## src/aslm_pkg.sv

```systemverilog
package aslm_pkg;
  // Register indices; byte address is four times the index
  localparam logic [3:0] IDX_RUN_CMD  = 4'h0;
  localparam logic [3:0] IDX_FSEL     = 4'h1;
  localparam logic [3:0] IDX_ALARM    = 4'h4;
  localparam logic [3:0] IDX_FWD_LIM  = 4'hc;
  localparam logic [3:0] IDX_REV_LIM  = 4'he;
  // Field positions
  localparam int FSEL_FWD_EN_BIT = 1;
  localparam int FSEL_REV_EN_BIT = 2;
  localparam int ALM_FWD_BIT     = 3;
  localparam int ALM_REV_BIT     = 4;
  localparam int RUN_CLR_ALM_BIT = 15;
  // Reset values
  localparam logic [15:0] RUN_CMD_RST = 16'h0000;
  localparam logic [15:0] FSEL_RST    = 16'h0000;
  localparam logic [31:0] FWD_LIM_RST = 32'h7fff_ffff;
  localparam logic [31:0] REV_LIM_RST = 32'h8000_0000;
  localparam logic [31:0] ZERO_WORD   = 32'h0000_0000;
  // Motion command classes
  localparam logic [3:0] CMD_NONE                        = 4'h0;
  localparam logic [3:0] CMD_ABSOLUTE_POSITIONING_MOVE   = 4'h1;
  localparam logic [3:0] CMD_EXTERNAL_TRIGGER_POSITIONING = 4'h2;
  localparam logic [3:0] CMD_JOG_FEED_MOVE               = 4'h3;
  localparam logic [3:0] CMD_STEP_MOVE                   = 4'h4;
  localparam logic [3:0] CMD_PATH_DISTRIBUTION_MOVE      = 4'h5;
  localparam logic [3:0] CMD_FINAL_PATH_SEGMENT_MOVE     = 4'h6;
  localparam logic [3:0] CMD_LATCH_MOVE                  = 4'h7;
  localparam logic [3:0] CMD_SPEED_CONTROL_MOVE          = 4'h8;
  localparam logic [3:0] CMD_TORQUE_CONTROL_MOVE         = 4'h9;
  localparam logic [3:0] CMD_PHASE_CONTROL_MOVE          = 4'ha;
  localparam logic [3:0] CMD_HOME_RETURN_MOVE            = 4'hb;
  // How a command class is brought to rest at a limit
  typedef enum logic [1:0] {
    STOP_NONE,
    STOP_EARLY,
    STOP_HALT,
    STOP_LATE
  } aslm_stop_t;
endpackage

```

## src/aslm_monitor.sv

```systemverilog
// Added by the designer: the Wishbone slave port.
`timescale 1ns/1ps
module aslm_monitor #(
  parameter int ADDR_W = 6
) (
  // Clock and reset
  input  wire logic                 sys_clk,
  input  wire logic                 rst,
  // Wishbone slave
  input  wire logic                 wb_cyc,
  input  wire logic                 wb_stb,
  input  wire logic                 wb_we,
  input  wire logic [ADDR_W-1:0]    wb_adr,
  input  wire logic [3:0]           wb_sel,
  input  wire logic [31:0]          wb_wdata,
  output logic      [31:0]          wb_rdata,
  output logic                      wb_ack,
  // Motion generator side
  input  wire logic                 cmd_valid,
  input  wire logic [3:0]           cmd_class,
  input  wire logic signed [31:0]   cmd_pos,
  input  wire logic [31:0]          stop_dist,
  input  wire logic                 home_done,
  // Limit status and stop requests
  output logic                      limits_armed,
  output logic                      fwd_alarm,
  output logic                      rev_alarm,
  output logic                      decel_ahead,
  output logic signed [31:0]        stop_target,
  output logic                      halt_distribution,
  output logic                      servo_estop,
  output logic                      decel_at_limit
);
  import aslm_pkg::*;

  // The decode reads address bits 5:2, so narrower buses cannot work
  if (ADDR_W < 6) begin : g_addr_w_check
    $error("ADDR_W must cover the register map");
  end

  logic [15:0]        run_cmd_q;
  logic [15:0]        fsel_q;
  logic signed [31:0] fwd_lim_q;
  logic signed [31:0] rev_lim_q;
  logic               homed_q;
  logic               fwd_alm_q;
  logic               rev_alm_q;
  logic               ack_q;
  logic [31:0]        rdata_q;
  logic               decel_ahead_q;
  logic signed [31:0] stop_target_q;
  logic               halt_q;
  logic               estop_q;
  logic               late_q;
  logic               armed_q;

  logic               req;
  logic               wr_go;
  logic [3:0]         idx;
  logic               hit_run;
  logic               hit_fsel;
  logic               hit_fwd;
  logic               hit_rev;
  logic               fixed_wr;
  logic               clr_alm;
  logic               chk_on;
  logic               fwd_on;
  logic               rev_on;
  logic               fwd_over;
  logic               rev_over;
  logic signed [32:0] fwd_reach;
  logic signed [32:0] rev_reach;
  logic               fwd_near;
  logic               rev_near;
  aslm_stop_t         kind;

  function automatic logic [31:0] merge(input logic [31:0] old,
                                        input logic [31:0] wd,
                                        input logic [3:0]  sel);
    logic [31:0] r;
    r = old;
    for (int b = 0; b < 4; b++) begin
      if (sel[b]) begin
        r[b*8 +: 8] = wd[b*8 +: 8];
      end
    end
    return r;
  endfunction

  // Bus decode; upper address bits beyond the map must be zero
  assign req      = wb_cyc && wb_stb && !ack_q;
  assign wr_go    = req && wb_we;
  assign idx      = wb_adr[5:2];
  assign hit_run  = (wb_adr == ADDR_W'({IDX_RUN_CMD, 2'b00}));
  assign hit_fsel = (wb_adr == ADDR_W'({IDX_FSEL, 2'b00}));
  assign hit_fwd  = (wb_adr == ADDR_W'({IDX_FWD_LIM, 2'b00}));
  assign hit_rev  = (wb_adr == ADDR_W'({IDX_REV_LIM, 2'b00}));
  assign fixed_wr = wr_go && (hit_fsel || hit_fwd || hit_rev);
  assign clr_alm  = wr_go && hit_run && wb_sel[1]
                    && wb_wdata[RUN_CLR_ALM_BIT];

  always_ff @(posedge sys_clk) begin
    if (rst) begin
      ack_q <= 1'b0;
    end else begin
      ack_q <= req;
    end
  end

  // Unmapped addresses read zero and ignore writes
  always_ff @(posedge sys_clk) begin
    if (rst) begin
      rdata_q <= ZERO_WORD;
    end else if (req && !wb_we) begin
      rdata_q <= ZERO_WORD;
      if (hit_run) begin
        rdata_q <= {16'h0000, run_cmd_q};
      end else if (hit_fsel) begin
        rdata_q <= {16'h0000, fsel_q};
      end else if (idx == IDX_ALARM && wb_adr[1:0] == 2'b00
                   && wb_adr == ADDR_W'({IDX_ALARM, 2'b00})) begin
        rdata_q[ALM_FWD_BIT] <= fwd_alm_q;
        rdata_q[ALM_REV_BIT] <= rev_alm_q;
      end else if (hit_fwd) begin
        rdata_q <= fwd_lim_q;
      end else if (hit_rev) begin
        rdata_q <= rev_lim_q;
      end
    end
  end

  always_ff @(posedge sys_clk) begin
    if (rst) begin
      run_cmd_q <= RUN_CMD_RST;
    end else if (wr_go && hit_run) begin
      run_cmd_q <= 16'(merge({16'h0000, run_cmd_q}, wb_wdata, wb_sel));
    end
  end

  always_ff @(posedge sys_clk) begin
    if (rst) begin
      fsel_q    <= FSEL_RST;
      fwd_lim_q <= FWD_LIM_RST;
      rev_lim_q <= REV_LIM_RST;
    end else if (wr_go) begin
      if (hit_fsel) begin
        fsel_q <= 16'(merge({16'h0000, fsel_q}, wb_wdata, wb_sel));
      end
      if (hit_fwd) begin
        fwd_lim_q <= merge(fwd_lim_q, wb_wdata, wb_sel);
      end
      if (hit_rev) begin
        rev_lim_q <= merge(rev_lim_q, wb_wdata, wb_sel);
      end
    end
  end

  // Homed state; a completion in the same cycle as a write still counts
  always_ff @(posedge sys_clk) begin
    if (rst) begin
      homed_q <= 1'b0;
    end else if (home_done) begin
      homed_q <= 1'b1;
    end else if (fixed_wr) begin
      homed_q <= 1'b0;
    end
  end

  // Checking gates
  assign chk_on = homed_q && cmd_valid
                  && cmd_class != CMD_HOME_RETURN_MOVE;
  assign fwd_on = chk_on && fsel_q[FSEL_FWD_EN_BIT];
  assign rev_on = chk_on && fsel_q[FSEL_REV_EN_BIT];
  assign fwd_over = cmd_pos > fwd_lim_q;
  assign rev_over = cmd_pos < rev_lim_q;
  // Widened by one bit so the braking reach cannot wrap while stop_dist is at most 32'h8000_0000
  assign fwd_reach = {cmd_pos[31], cmd_pos} + {1'b0, stop_dist};
  assign rev_reach = {cmd_pos[31], cmd_pos} - {1'b0, stop_dist};
  // A bare concatenation is unsigned and would make the compare unsigned
  assign fwd_near  = fwd_reach >= $signed({fwd_lim_q[31], fwd_lim_q});
  assign rev_near  = rev_reach <= $signed({rev_lim_q[31], rev_lim_q});

  always_comb begin
    case (cmd_class)
      CMD_ABSOLUTE_POSITIONING_MOVE,
      CMD_EXTERNAL_TRIGGER_POSITIONING,
      CMD_JOG_FEED_MOVE,
      CMD_STEP_MOVE: kind = STOP_EARLY;
      CMD_PATH_DISTRIBUTION_MOVE,
      CMD_FINAL_PATH_SEGMENT_MOVE,
      CMD_LATCH_MOVE: kind = STOP_HALT;
      CMD_SPEED_CONTROL_MOVE,
      CMD_TORQUE_CONTROL_MOVE,
      CMD_PHASE_CONTROL_MOVE: kind = STOP_LATE;
      default: kind = STOP_NONE;
    endcase
  end

  // Alarms are sticky; a new violation wins over a clear
  always_ff @(posedge sys_clk) begin
    if (rst) begin
      fwd_alm_q <= 1'b0;
    end else if (fwd_on && fwd_over) begin
      fwd_alm_q <= 1'b1;
    end else if (clr_alm) begin
      fwd_alm_q <= 1'b0;
    end
  end

  always_ff @(posedge sys_clk) begin
    if (rst) begin
      rev_alm_q <= 1'b0;
    end else if (rev_on && rev_over) begin
      rev_alm_q <= 1'b1;
    end else if (clr_alm) begin
      rev_alm_q <= 1'b0;
    end
  end

  // Early braking follows the braking reach cycle by cycle
  always_ff @(posedge sys_clk) begin
    if (rst) begin
      decel_ahead_q <= 1'b0;
      stop_target_q <= FWD_LIM_RST;
    end else begin
      decel_ahead_q <= kind == STOP_EARLY
                       && ((fwd_on && fwd_near) || (rev_on && rev_near));
      if (kind == STOP_EARLY && fwd_on && fwd_near) begin
        stop_target_q <= fwd_lim_q;
      end else if (kind == STOP_EARLY && rev_on && rev_near) begin
        stop_target_q <= rev_lim_q;
      end
    end
  end

  // Hard and late stops latch until software clears the alarm
  always_ff @(posedge sys_clk) begin
    if (rst) begin
      halt_q  <= 1'b0;
      estop_q <= 1'b0;
    end else if (kind == STOP_HALT
                 && ((fwd_on && fwd_over) || (rev_on && rev_over))) begin
      halt_q  <= 1'b1;
      estop_q <= 1'b1;
    end else if (clr_alm) begin
      halt_q  <= 1'b0;
      estop_q <= 1'b0;
    end
  end

  always_ff @(posedge sys_clk) begin
    if (rst) begin
      late_q <= 1'b0;
    end else if (kind == STOP_LATE
                 && ((fwd_on && fwd_over) || (rev_on && rev_over))) begin
      late_q <= 1'b1;
    end else if (clr_alm) begin
      late_q <= 1'b0;
    end
  end

  always_ff @(posedge sys_clk) begin
    if (rst) begin
      armed_q <= 1'b0;
    end else begin
      armed_q <= homed_q
                 && (fsel_q[FSEL_FWD_EN_BIT] || fsel_q[FSEL_REV_EN_BIT]);
    end
  end

  assign wb_ack            = ack_q;
  assign wb_rdata          = rdata_q;
  assign limits_armed      = armed_q;
  assign fwd_alarm         = fwd_alm_q;
  assign rev_alarm         = rev_alm_q;
  assign decel_ahead       = decel_ahead_q;
  assign stop_target       = stop_target_q;
  assign halt_distribution = halt_q;
  assign servo_estop       = estop_q;
  assign decel_at_limit    = late_q;
endmodule

```

## config.mk

```make
export PLATFORM = sky130hd
export DESIGN_NAME = aslm_monitor
export DESIGN_NICKNAME = d
export VERILOG_FILES = /design/src/aslm_pkg.sv /design/src/aslm_monitor.sv
export SDC_FILE = /design/constraint.sdc
export NUM_CORES = 1
export LEC_CHECK = 0
export BUFFER_PORTS_ARGS = -buffer_cell sky130_fd_sc_hd__buf_2
export CAP_MARGIN = 10
export CORE_MARGIN = 10
export CORE_UTILIZATION = 35
export DETAILED_ROUTE_END_ITERATION = 8
export GPL_ROUTABILITY_DRIVEN = 0
export GPL_TIMING_DRIVEN = 0
export PLACE_DENSITY = 0.56
export SYNTH_ARGS = -nofsm -noshare
export SYNTH_HDL_FRONTEND = slang
export SYNTH_SLANG_ARGS = --single-unit
```

## constraint.sdc

```tcl
create_clock -name sys_clk -period 5.89 [get_ports sys_clk]
set_input_delay 1.178 -clock sys_clk [delete_from_list [all_inputs] [get_ports sys_clk]]
set_output_delay 1.178 -clock sys_clk [all_outputs]
set_load 0.01 [all_outputs]
```

==> qor.yml <==
yosysSeqAreaShare: 0.255
layout-drive-gt1-share: 0.182
final_common_cell: "buf_2"
crit_type: "in -> reg"
finalHoldViolCount: 0
hold_path_depth: 2
dp.cells: 2267
grt_overflow_total: 0
met1_usage: 0.248
holdWs_ps: 458
grt.busiest_layer: "met2"
totalWireLength_um: 46600
io_buffers: 186
yosysWarnings: 0
die_h_um: 214
syn_avg_cell_area_um2: 8.40
wl_per_cell_um: 20.1
cts_sinks: 168
nNetsFinal: 2107
die-width_um: 214
max_slew_margin: 0.274
maxCapViolCount: 0
fill_cells: 3825
failed_checks: "negative setup slack"
drt_iter0_markers: 856
grt_max_degree: 17
period_share: 1.00
synthFlopType: "dfxtp_1"
clk_path_buf_depth: 2
clock-skew-final_ps: 10.2
initial_utilization: 0.353
core_um2: 37400
cp.depth: 25
ios: 189
cts_tree: "yes"
rsz0062_at_grt: "true"
synthArstFlopShare: 0
synth_top_cell_by_area: "dfxtp_1"
row_count: 71
critical_path.max_fanout: 5
drtAntennaViolNets: 0
slew_violations: 0
netlist_instances: 1570
endpoint_kind: "flip-flop"
mostFrequentLayoutCells: "buf_2, ha_1, nor2_1"
ys_ff_latch: 168
viasPerCell: 5.40
clk_latency_ps: 430
detail_route.first_pass.iterations: 7
p_leak_nw: 7.27
p_per_area_nw_per_um2: 201
fin_util: 0.423
rr_worst_depth: 11
hp-class: "reg -> reg"
cpMostUsedCell: "a41oi_2"
htreeDepth: 4
vdd.ir_drop.worst_mv: 0.185
use_met3: 0.0361
synth_cell_type_count: 78
grt_pass1_vias: 12395
place_hpwl_um: 38300
worst_pin_slew_ps: 1090
status: "complete, but fails checks"
synth_edf_count: 0
setup-violations-final: 5
clkSlewWorstSetupHoldPaths_ps: 70
fin_ws_ps: -16.4
syn-num-nets: 1883
syn_to_final_growth_pct: 19.8
dr_total_vias: 12525
synth_area_um2: 13200
dieArea_um2: 45800
path_buf_inv: 6
drc: 0
cts-root-buf: "clkbuf_16"
stdcell_count: 2319
synth.top_cell.area_share: 0.255
crit_path_start_kind: "input port"
finalCriticalPeriod_ps: 5910
antenna_found_initial: 3
required_ps: 6210
grt_util_met2: 0.336
grt_pass1_wl_um: 71300
slowest_stage: "or4b_1"
slowest_delay_ps: 470
max_freq_mhz: 169
arrival_ps: 6220
cts-buffers-inserted: 17
grt_usage: 0.196
crit_family: "simple AND/OR/NAND/NOR gates"
synth_area_leaders: "dfxtp_1, ha_1, mux2i_1"
worst paths after layout:
kind | start | endpoint | slack [ps]
setup / recovery | cmd_pos[0] | stop_target[5] | -20
hold / removal | run_cmd_q[9] | run_cmd_q[9] | 460
setup reg to reg | fwd_lim_q[31] | decel_at_limit | 2470
hold reg to reg | run_cmd_q[9] | run_cmd_q[9] | 460
routing by layer:
layer  vias to the layer above  routed length [µm]
li1                       6119                   -
met1                      6015               20900
met2                       343               22300
met3                        48                2360
met4                         0                 951
met5                         -                   0
cell usage after synthesis (6+ instances only):
master,count
inv_1,133
mux2i_1,83
nor4_1,7
a222oi_1,14
ha_1,194
a22oi_1,16
a21oi_1,108
o21a_1,7
a22o_1,16
dfxtp_1,168
o31ai_1,6
a211o_1,34
clkbuf_1,56
a31oi_1,7
buf_2,14
a2bb2oi_1,33
o21ai_0,26
nand4_1,29
a211oi_1,22
a21o_1,62
o21ai_1,13
mux2_2,16
o21bai_1,15
and3_1,12
buf_4,6
nor2b_1,19
nor3_1,19
nand2_1,76
xnor2_1,49
nor2_1,177
nand3_1,21
nand2b_1,14
registers in the layout, indices dropped and copies added (netlist names), 16 cells and up:
signal       count
fsel_q          16
rev_lim_q       32
run_cmd_q       16
fwd_lim_q       32
wb_rdata        32
stop_target     32
metrics by stage:
step	setup slack [ps]	power, mW	instance area (µm²)	setup TNS, ps
floorplan	53.2	1.70	13200	0
global placement	-1670	1.93	14800	-53130
detailed placement	-1620	1.94	14800	-51250
CTS	4.47	3.17	15500	0
global route	-215	3.33	15800	-5670
finish	-16.4	3.17	15800	-59.4
layout make-up:
| cell class | instances | area, µm² | area share |
|---|---|---|---|
| plain buffers | 77 | 370 | 0.0234 |
| multi-input cells | 1184 | 9110 | 0.576 |
| clock buffers | 17 | 425 | 0.0269 |
| diodes | 1 | 2.50 | 0.000158 |
| repair buffers | 208 | 1160 | 0.0735 |
| inverters | 138 | 523 | 0.0331 |
| well taps | 511 | 639 | 0.0405 |
| clock inverters | 15 | 211 | 0.0134 |
| flip-flops and latches | 168 | 3360 | 0.213 |
worst register-to-register path: stages (launching register included):
cell and delay [ps]:
dfxtp_1 380, inv_1 130, ha_1 430, nand3_1 110, nor3_1 410, nand2_1 210, or3_1 460, o311ai_1 530
or2_1 170, mux2i_1 160, nor2b_1 220, o31ai_1 90
report_power, final:
group / internal (mW) / switching [mW] / leakage (nW)
logic: 0.329 / 0.476 / 5.61
registers: 1.14 / 0.00358 / 1.36
clock network: 0.720 / 0.502 / 0.303
total: 2.19 / 0.981 / 7.27
what timing repair did:
action | 4_1_cts | 5_1_grt
resized for setup | 21 | 43
hold buffers | 0 | 0
gates cloned | 0 | 1
pin swaps | 8 | 33
setup buffers | 7 | 13
endpoints found under the setup margin | 33 | 33
logic make-up (layout without fill, tap and decap cells):
logic type,Yosys count,after routing,synth area share
AOI/OAI and AO/OA,430,430,0.237
xor gates and xnor gates,54,54,0.0359
adders and majority gates,196,196,0.187
buffers and inverters,218,455,0.0651
DFF,168,168,0.255
muxes,99,99,0.0767
other,0,1,0
and+or+nand+nor,405,405,0.143
(Power assumes the default switching activity.)
